===== config.mk =====
export PLATFORM = sky130hd
export DESIGN_NAME = bao_core
export DESIGN_NICKNAME = d
export VERILOG_FILES = /design/src/bao_pkg.sv /design/src/bao_core.sv
export SDC_FILE = /design/constraint.sdc
export NUM_CORES = 1
export LEC_CHECK = 0
export BUFFER_PORTS_ARGS = -buffer_cell sky130_fd_sc_hd__buf_2
export CAP_MARGIN = 40
export CORE_ASPECT_RATIO = 0.5
export CORE_UTILIZATION = 52
export CTS_CLUSTER_SIZE = 40
export DETAILED_ROUTE_END_ITERATION = 10
export PLACE_DENSITY = 0.91
export SYNTH_ARGS = -nofsm -noshare
export SYNTH_HDL_FRONTEND = slang
export SYNTH_SLANG_ARGS = --single-unit

===== constraint.sdc =====
create_clock -name clk_sys_i -period 2.81 [get_ports clk_sys_i]
set_clock_uncertainty 0.1 [all_clocks]
set_input_delay 0.281 -clock clk_sys_i [delete_from_list [all_inputs] [get_ports clk_sys_i]]
set_output_delay 0.281 -clock clk_sys_i [all_outputs]
set_load 0.03 [all_outputs]

===== src/bao_pkg.sv =====
package bao_pkg;

   // Operation codes presented by the CPU sequencer
   typedef enum logic [3:0] {
      BAO_OP_BIT_LOAD     = 4'h0,
      BAO_OP_BIT_STORE    = 4'h1,
      BAO_OP_FORCE_ONE    = 4'h2,
      BAO_OP_FORCE_ZERO   = 4'h3,
      BAO_OP_BR_LOW       = 4'h4,
      BAO_OP_BR_HIGH      = 4'h5,
      BAO_OP_TEST_MARK    = 4'h6,
      BAO_OP_STALL_HIGH   = 4'h7,
      BAO_OP_STALL_LOW    = 4'h8,
      BAO_OP_BYTE_SWAP    = 4'h9,
      BAO_OP_HALF_EXCH    = 4'ha,
      BAO_OP_BYTE_SIGN    = 4'hb,
      BAO_OP_BYTE_CLEAR   = 4'hc,
      BAO_OP_WORD_CLEAR   = 4'hd,
      BAO_OP_WORD_SIGN    = 4'he
   } bao_op_e;

   // Addressing form of a bit operand
   typedef enum logic [1:0] {
      BAO_AM_DIRECT = 2'h0,
      BAO_AM_ABS16  = 2'h1,
      BAO_AM_IO     = 2'h2
   } bao_am_e;

   // Instruction lengths in bytes
   localparam logic [2:0] BAO_LEN_SHORT = 3'h3;
   localparam logic [2:0] BAO_LEN_LONG = 3'h4;
   localparam logic [2:0] BAO_LEN_BR_SHORT = 3'h4;
   localparam logic [2:0] BAO_LEN_BR_LONG = 3'h5;
   localparam logic [2:0] BAO_LEN_ACC = 3'h1;

   // Cycle counts; accumulator ops take one cycle more than their entry
   localparam logic [2:0] BAO_CYC_LOAD = 3'h3;
   localparam logic [2:0] BAO_CYC_RMW = 3'h4;
   localparam logic [2:0] BAO_CYC_BR_TAKEN = 3'h5;
   localparam logic [2:0] BAO_CYC_BR_NOT = 3'h4;
   localparam logic [2:0] BAO_CYC_TM_TAKEN = 3'h7;
   localparam logic [2:0] BAO_CYC_TM_NOT = 3'h6;
   localparam logic [2:0] BAO_CYC_BYTE_SWAP = 3'h3;
   localparam logic [2:0] BAO_CYC_WORD = 3'h2;
   localparam logic [2:0] BAO_CYC_BYTE = 3'h1;

   // Reset values
   localparam logic [31:0] BAO_ACC_RST = 32'h0000_0000;
   localparam logic [23:0] BAO_ADDR_RST = 24'h00_0000;

   // Request from the CPU sequencer
   typedef struct packed {
      bao_op_e op;
      bao_am_e am;
      logic [23:0] addr;
      logic [2:0] bit_pos;
      logic [31:0] acc;
      logic neg;
      logic zero;
   } bao_req_s;

   // Result back to the CPU sequencer
   typedef struct packed {
      logic [31:0] acc;
      logic neg;
      logic zero;
      logic flags_wr;
      logic acc_wr;
      logic branch;
      logic [2:0] length;
   } bao_rsp_s;

   // Internal memory and I/O bus request
   typedef struct packed {
      logic rd;
      logic wr;
      logic io;
      logic [23:0] addr;
      logic [7:0] wdata;
   } bao_bus_s;

endpackage


===== src/bao_core.sv =====
`timescale 1ns/10ps
// How it works
// - Bit load puts bit in low byte, clears rest of low half; N,Z follow.
// - Bit store rewrites containing byte in 4 cycles; N,Z updated.
// - Branch-if-bit-low branches when bit is 0; Z from tested bit.
// - Branch-if-bit-high branches when bit is 1; Z from tested bit.
// - Bit branches take 5 cycles taken, 4 not taken.
// - Test-then-mark branches on 1 and sets bit by read-modify-write.
// - Test-then-mark takes 7 cycles taken, 6 otherwise.
// - Stall-until-high polls the I/O bit until it reads 1.
// - Stall-until-low polls the I/O bit until 0, flags unchanged.
// - Byte swap exchanges the two low accumulator bytes in 4 cycles, flags kept.
// - Half exchange swaps 16-bit halves in 3 cycles, flags kept.
// - Byte sign fill copies bit 7 into bits 8-15 in 2 cycles; N,Z.
// - Byte clear fill zeroes bits 8-15 in 2 cycles; N cleared, Z from low byte.
// - Word clear fill zeroes upper half in 3 cycles; N cleared, Z.
// - Word sign fill copies bit 15 to upper half in 3 cycles; N,Z.
module bao_core
   import bao_pkg::*;
(
   // Clock and reset
   input wire logic clk_sys_i,
   input wire logic arst_n_i,
   // CPU sequencer side
   input wire logic start_i,
   input wire bao_req_s req_i,
   output logic busy_o,
   output logic done_o,
   output bao_rsp_s rsp_o,
   // Memory and I/O bus side
   output bao_bus_s bus_o,
   input wire logic [7:0] bus_rdata_i
);

   // Execution states, one-hot
   typedef enum logic [5:0] {
      ST_IDLE  = 6'b000001,
      ST_READ  = 6'b000010,
      ST_WRITE = 6'b000100,
      ST_POLL  = 6'b001000,
      ST_WAIT  = 6'b010000,
      ST_DONE  = 6'b100000
   } bao_st_e;

   // Instruction length from operation and addressing
   function automatic logic [2:0] len_of(input bao_op_e op,
                                         input bao_am_e am);
      logic lng;
      lng = (am == BAO_AM_ABS16);
      case (op)
         BAO_OP_BR_LOW, BAO_OP_BR_HIGH:
            len_of = lng ? BAO_LEN_BR_LONG : BAO_LEN_BR_SHORT;
         BAO_OP_TEST_MARK: len_of = BAO_LEN_BR_LONG;
         BAO_OP_BYTE_SWAP, BAO_OP_HALF_EXCH, BAO_OP_BYTE_SIGN,
         BAO_OP_BYTE_CLEAR, BAO_OP_WORD_CLEAR, BAO_OP_WORD_SIGN:
            len_of = BAO_LEN_ACC;
         default: len_of = lng ? BAO_LEN_LONG : BAO_LEN_SHORT;
      endcase
   endfunction

   // Byte with one bit replaced
   function automatic logic [7:0] put_bit(input logic [7:0] b,
                                          input logic [2:0] pos,
                                          input logic v);
      logic [7:0] r;
      r = b;
      r[pos] = v;
      put_bit = r;
   endfunction

   // Held request, result, bus request and cycle count
   bao_st_e st_r, st_nxt;
   bao_req_s req_r, req_nxt;
   bao_rsp_s rsp_r, rsp_nxt;
   bao_bus_s bus_r, bus_nxt;
   logic [2:0] cnt_r, cnt_nxt;
   logic [7:0] io_s1_r, io_s2_r;
   logic [7:0] rd_byte;
   logic tbit;

   // I/O bits change outside our control; polled value is synchronised
   always_ff @(posedge clk_sys_i or negedge arst_n_i) begin
      if (!arst_n_i) begin
         io_s1_r <= 8'h00;
         io_s2_r <= 8'h00;
      end else begin
         io_s1_r <= bus_rdata_i;
         io_s2_r <= io_s1_r;
      end
   end

   // Bit under test straight from the read byte
   assign rd_byte = bus_rdata_i;
   assign tbit = rd_byte[req_r.bit_pos];

   // Next state and datapath
   always_comb begin
      st_nxt = st_r;
      req_nxt = req_r;
      rsp_nxt = rsp_r;
      bus_nxt = bus_r;
      cnt_nxt = cnt_r;
      bus_nxt.rd = 1'b0;
      bus_nxt.wr = 1'b0;
      case (st_r)
         ST_IDLE: begin
            // Result strobes drop once back in idle
            rsp_nxt.flags_wr = 1'b0;
            rsp_nxt.acc_wr = 1'b0;
            rsp_nxt.branch = 1'b0;
            if (start_i) begin
               // Capture the request; bus ops open with a read
               req_nxt = req_i;
               rsp_nxt.acc = req_i.acc;
               rsp_nxt.neg = req_i.neg;
               rsp_nxt.zero = req_i.zero;
               rsp_nxt.length = len_of(req_i.op, req_i.am);
               bus_nxt.addr = req_i.addr;
               bus_nxt.io = (req_i.am == BAO_AM_IO);
               cnt_nxt = 3'h1;
               // Accumulator ops go straight to the pad count
               case (req_i.op)
                  BAO_OP_BYTE_SWAP: begin
                     rsp_nxt.acc[15:0] =
                        {req_i.acc[7:0], req_i.acc[15:8]};
                     rsp_nxt.acc_wr = 1'b1;
                     cnt_nxt = BAO_CYC_BYTE_SWAP;
                     st_nxt = ST_WAIT;
                  end
                  BAO_OP_HALF_EXCH: begin
                     rsp_nxt.acc =
                        {req_i.acc[15:0], req_i.acc[31:16]};
                     rsp_nxt.acc_wr = 1'b1;
                     cnt_nxt = BAO_CYC_WORD;
                     st_nxt = ST_WAIT;
                  end
                  BAO_OP_BYTE_SIGN: begin
                     rsp_nxt.acc[15:8] = {8{req_i.acc[7]}};
                     rsp_nxt.neg = req_i.acc[7];
                     rsp_nxt.zero = (req_i.acc[7:0] == 8'h00);
                     rsp_nxt.acc_wr = 1'b1;
                     rsp_nxt.flags_wr = 1'b1;
                     cnt_nxt = BAO_CYC_BYTE;
                     st_nxt = ST_WAIT;
                  end
                  BAO_OP_BYTE_CLEAR: begin
                     rsp_nxt.acc[15:8] = 8'h00;
                     rsp_nxt.neg = 1'b0;
                     rsp_nxt.zero = (req_i.acc[7:0] == 8'h00);
                     rsp_nxt.acc_wr = 1'b1;
                     rsp_nxt.flags_wr = 1'b1;
                     cnt_nxt = BAO_CYC_BYTE;
                     st_nxt = ST_WAIT;
                  end
                  BAO_OP_WORD_CLEAR: begin
                     rsp_nxt.acc[31:16] = 16'h0000;
                     rsp_nxt.neg = 1'b0;
                     rsp_nxt.zero = (req_i.acc[15:0] == 16'h0000);
                     rsp_nxt.acc_wr = 1'b1;
                     rsp_nxt.flags_wr = 1'b1;
                     cnt_nxt = BAO_CYC_WORD;
                     st_nxt = ST_WAIT;
                  end
                  BAO_OP_WORD_SIGN: begin
                     rsp_nxt.acc[31:16] = {16{req_i.acc[15]}};
                     rsp_nxt.neg = req_i.acc[15];
                     rsp_nxt.zero = (req_i.acc[15:0] == 16'h0000);
                     rsp_nxt.acc_wr = 1'b1;
                     rsp_nxt.flags_wr = 1'b1;
                     cnt_nxt = BAO_CYC_WORD;
                     st_nxt = ST_WAIT;
                  end
                  BAO_OP_STALL_HIGH, BAO_OP_STALL_LOW: begin
                     bus_nxt.rd = 1'b1;
                     st_nxt = ST_POLL;
                  end
                  default: begin
                     bus_nxt.rd = 1'b1;
                     st_nxt = ST_READ;
                  end
               endcase
            end
         end
         ST_READ: begin
            // Read byte stands in this cycle only
            cnt_nxt = cnt_r + 3'h1;
            bus_nxt.wdata = rd_byte;
            case (req_r.op)
               BAO_OP_BIT_LOAD: begin
                  rsp_nxt.acc[15:0] = {15'h0000, tbit};
                  rsp_nxt.neg = 1'b0;
                  rsp_nxt.zero = ~tbit;
                  rsp_nxt.acc_wr = 1'b1;
                  rsp_nxt.flags_wr = 1'b1;
                  st_nxt = ST_WAIT;
                  cnt_nxt = BAO_CYC_LOAD - 3'h2;
               end
               BAO_OP_BIT_STORE: begin
                  bus_nxt.wdata = put_bit(rd_byte, req_r.bit_pos,
                                          req_r.acc[0]);
                  rsp_nxt.neg = 1'b0;
                  rsp_nxt.zero = ~req_r.acc[0];
                  rsp_nxt.flags_wr = 1'b1;
                  bus_nxt.wr = 1'b1;
                  st_nxt = ST_WRITE;
               end
               BAO_OP_FORCE_ONE: begin
                  bus_nxt.wdata = put_bit(rd_byte, req_r.bit_pos,
                                          1'b1);
                  bus_nxt.wr = 1'b1;
                  st_nxt = ST_WRITE;
               end
               BAO_OP_FORCE_ZERO: begin
                  bus_nxt.wdata = put_bit(rd_byte, req_r.bit_pos,
                                          1'b0);
                  bus_nxt.wr = 1'b1;
                  st_nxt = ST_WRITE;
               end
               BAO_OP_BR_LOW, BAO_OP_BR_HIGH: begin
                  rsp_nxt.zero = ~tbit;
                  rsp_nxt.flags_wr = 1'b1;
                  rsp_nxt.branch = (req_r.op == BAO_OP_BR_HIGH) ?
                     tbit : ~tbit;
                  cnt_nxt = (rsp_nxt.branch ? BAO_CYC_BR_TAKEN :
                     BAO_CYC_BR_NOT) - 3'h2;
                  st_nxt = ST_WAIT;
               end
               BAO_OP_TEST_MARK: begin
                  rsp_nxt.zero = ~tbit;
                  rsp_nxt.flags_wr = 1'b1;
                  rsp_nxt.branch = tbit;
                  bus_nxt.wdata = put_bit(rd_byte, req_r.bit_pos, 1'b1);
                  bus_nxt.wr = 1'b1;
                  st_nxt = ST_WRITE;
               end
               default: st_nxt = ST_DONE;
            endcase
         end
         ST_WRITE: begin
            // Byte written; count the remaining cycles
            if (req_r.op == BAO_OP_TEST_MARK) begin
               cnt_nxt = (rsp_r.branch ? BAO_CYC_TM_TAKEN :
                  BAO_CYC_TM_NOT) - 3'h3;
            end else begin
               cnt_nxt = BAO_CYC_RMW - 3'h3;
            end
            st_nxt = ST_WAIT;
         end
         ST_POLL: begin
            // Sync stages must fill from this read before a check
            if (cnt_r < 3'h3) begin
               cnt_nxt = cnt_r + 3'h1;
               bus_nxt.rd = 1'b1;
            end else if ((req_r.op == BAO_OP_STALL_HIGH) &&
                io_s2_r[req_r.bit_pos]) begin
               st_nxt = ST_DONE;
            end else if ((req_r.op == BAO_OP_STALL_LOW) &&
                         !io_s2_r[req_r.bit_pos]) begin
               st_nxt = ST_DONE;
            end else begin
               bus_nxt.rd = 1'b1;
            end
         end
         ST_WAIT: begin
            // Pad out to the instruction's cycle count
            if (cnt_r <= 3'h1) begin
               st_nxt = ST_DONE;
            end else begin
               cnt_nxt = cnt_r - 3'h1;
            end
         end
         // One cycle of done, then idle
         ST_DONE: st_nxt = ST_IDLE;
         default: st_nxt = ST_IDLE;
      endcase
   end

   // State registers
   always_ff @(posedge clk_sys_i or negedge arst_n_i) begin
      if (!arst_n_i) begin
         st_r <= ST_IDLE;
         req_r <= '0;
         rsp_r <= '0;
         bus_r <= '0;
         cnt_r <= 3'h0;
      end else begin
         st_r <= st_nxt;
         req_r <= req_nxt;
         rsp_r <= rsp_nxt;
         bus_r <= bus_nxt;
         cnt_r <= cnt_nxt;
      end
   end

   // Outputs straight from registers
   assign busy_o = (st_r != ST_IDLE);
   assign done_o = (st_r == ST_DONE);
   assign rsp_o = rsp_r;
   assign bus_o = bus_r;

endmodule


==> reports/results.ini <==
[critical_path]
r2r_slack_ps = 550
cp_num_buf_inv = 2
end_kind = output pin
critPathLaunchType = register
cp_max_fo = 9
arrival_ps = 1970
cp.required_ps = 2430
cp_top_family = simple AND/OR/NAND/NOR gates
crit_chain = nor4_4, and3b_1, inv_1, buf_2
critPathKind = register to output pin
cpPeakStageDelay_ps = 510
slowest_stage = dfrtp_1

[cts]
cts_buffer_depth = 2
path_clk_slew_ps = 90
cts_num_sinks = 108
cts_inserted_buffers = 9
cts_resized = 0
h-tree-depth = 3
clk_latency_ps = 350
postCtsSetupBuffers = 0
cts_hold_buf = 9
cts_tree = done
cts_root_buf = clkbuf_16

[place]
port_buffers = 154
dp_hpwl_mm = 10.7
gp_congestion = 0.928
place_ws_ps = 487

[drt]
vias = 5195
routed_wl_mm = 15.2
viasPerCell = 6.00
first_pass_iters = 5
drt-initial-drc-count = 473
wl_per_cell_um = 17.5
drc = 0
ant_nets = 0

[global_routing]
antenna_found_initial = 0
gr-total-overflow = 0
grt_use_met2_pct = 49.2
grt_busiest_layer = met2
track_usage_pct = 29.7
grt_pass1_vias = 4785
grt_max_degree = 99
grt_pass1_wl_mm = 24.0
use_met3_pct = 5.74
grt_util_met1_pct = 39.7

[timing]
finalSetupViolations = 0
setup_tns_ps = 0
drv_slew = 0
fmax_mhz = 425
hold_slack_ps = 11.0
rsz0062_at_grt = no
tightest_slew_ps = 671
layout_min_cycle_time_ps = 2350
hold_viol = 0
slew_headroom_pct = 55.1
fin_ws_ps = 458
finalCritPeriodShare_pct = 83.7

[synth]
synth_top_area_share_pct = 50.5
syn-mean-instance-area_um2 = 9.18
syn_nets = 659
yosysWarnings = 0
synth_top_area_cell = dfrtp_1
syn_area_um2 = 5300
synth.area.top_cells = dfrtp_1 (50%), nand2_1 (9.7%), o21ai_0 (5.1%)
synth-seq-area-share_pct = 51.0
synth-edff-count = 0
syn-instance-count = 578
synth_async_sr_flop_share_pct = 100
ys_ff_latch = 108
yosysUniqueCellTypes = 60
synth_flop_cell = dfrtp_1

[floorplanning]
start_util_pct = 54.9
boundaryPins = 155
row_count = 25
die_width_um = 145
die_area_um2 = 10600
coreArea_um2 = 9670
die_h_um = 73.4

[run]
maxCapViolCount = 0

[cells_and_area]
final_cell_mix = buf_2 (153), nand2_1 (137), dfrtp_1 (107)
final_common_cell = buf_2
syn_to_final_growth_pct = 24.1
utilization_pct = 68.1
final_nets = 807
drive_gt1_share_pct = 26.8
antennaDiodeCount = 0
nFillCells = 726

[status]
outcome = complete, no violations

[pwr]
vdd_drop_max_uv = 610
p_per_area_nw_per_um2 = 1170
leakage_nw = 3.20

[min_path]
hold_path.class = input port to register

[Yosys cell counts (5+ instances only)]
cell type / instances
nor2b_1: 11
inv_1: 8
a22oi_1: 16
a221oi_1: 7
a22o_1: 9
nand2_1: 137
dfrtp_1: 107
a21oi_1: 31
o22ai_1: 8
nand3_1: 11
buf_2: 12
nor2_1: 39
o211ai_1: 6
and3b_1: 5
mux2i_1: 9
clkbuf_1: 24
nor4_1: 6
nand2b_1: 6
o21ai_0: 54
[kinds of logic (layout without fill, tap and decap cells)]
group	count (synthesis)	in the layout	synth area share, %
AO/OA/AOI/OAI	159	159	19.1
XOR/XNOR	5	5	0.826
adder cells (fa/ha/maj)	3	3	0.708
buffers and inverters	46	199	3.68
flip-flops	108	108	51.0
multiplexers	14	14	3.61
AND/OR/NAND/NOR	243	243	21.1
[per-layer routing]
metal | routed length, um | share of wire (%) | up-vias
li1 | - | - | 2348
met1 | 6080 | 40 | 2522
met2 | 7400 | 49 | 286
met3 | 1360 | 9.0 | 39
met4 | 327 | 2.2 | 0
met5 | 0 | 0 | -
[stage by stage]
step | std cells | area (um^2) | power (mW)
3_3_place_gp | 840 | 6180 | 6.25
4_1_cts | 866 | 6580 | 7.67
3_5_place_dp | 841 | 6190 | 6.38
2_1_floorplan | 578 | 5300 | 5.22
5_1_grt | 866 | 6580 | 8.15
6_report | 866 | 6580 | 7.69
[worst min-delay path: stages]
cell,delay [ps]
buf_2,80
nand2_1,40
nand2_1,40
[sequential cells by signal (all words and copies together) (netlist names)]
register / flops
bus_o: 35
cnt_r: 3
io_s1_r: 8
io_s2_r: 8
req_r: 8
rsp_o: 40
st_r: 6
[power breakdown]
group	internal [mW]	total (mW)	switching, mW	leakage, nW
logic	1.17	3.71	2.55	1.74
clock network	0.651	1.27	0.623	0.146
registers	2.18	2.70	0.523	1.32
[final cells by class]
class	count	area, um^2	area share, %
Tap cell	135	169	2.57
Sequential cell	108	2700	41.1
Clock inverter	6	63.8	0.969
Timing Repair Buffer	175	966	14.7
Clock buffer	10	239	3.63
Multi-Input combinational cell	424	2410	36.6
Inverter	8	30.0	0.456
[worst paths after layout]
check / from / cells after the start / end
worst max register to register: req_r[36] / 5 / cnt_r[0]
worst min register to register: io_s1_r[1] / 0 / io_s2_r[1]
worst max-delay path: st_r[3] / 4 / busy_o
min in group asynchronous: arst_n_i / 2 / rsp_o[36]
worst min-delay path: req_i[60] / 3 / bus_o[31]
max in group asynchronous: arst_n_i / 3 / bus_o[0]
No activity file was read; power rests on OpenSTA's default activity.
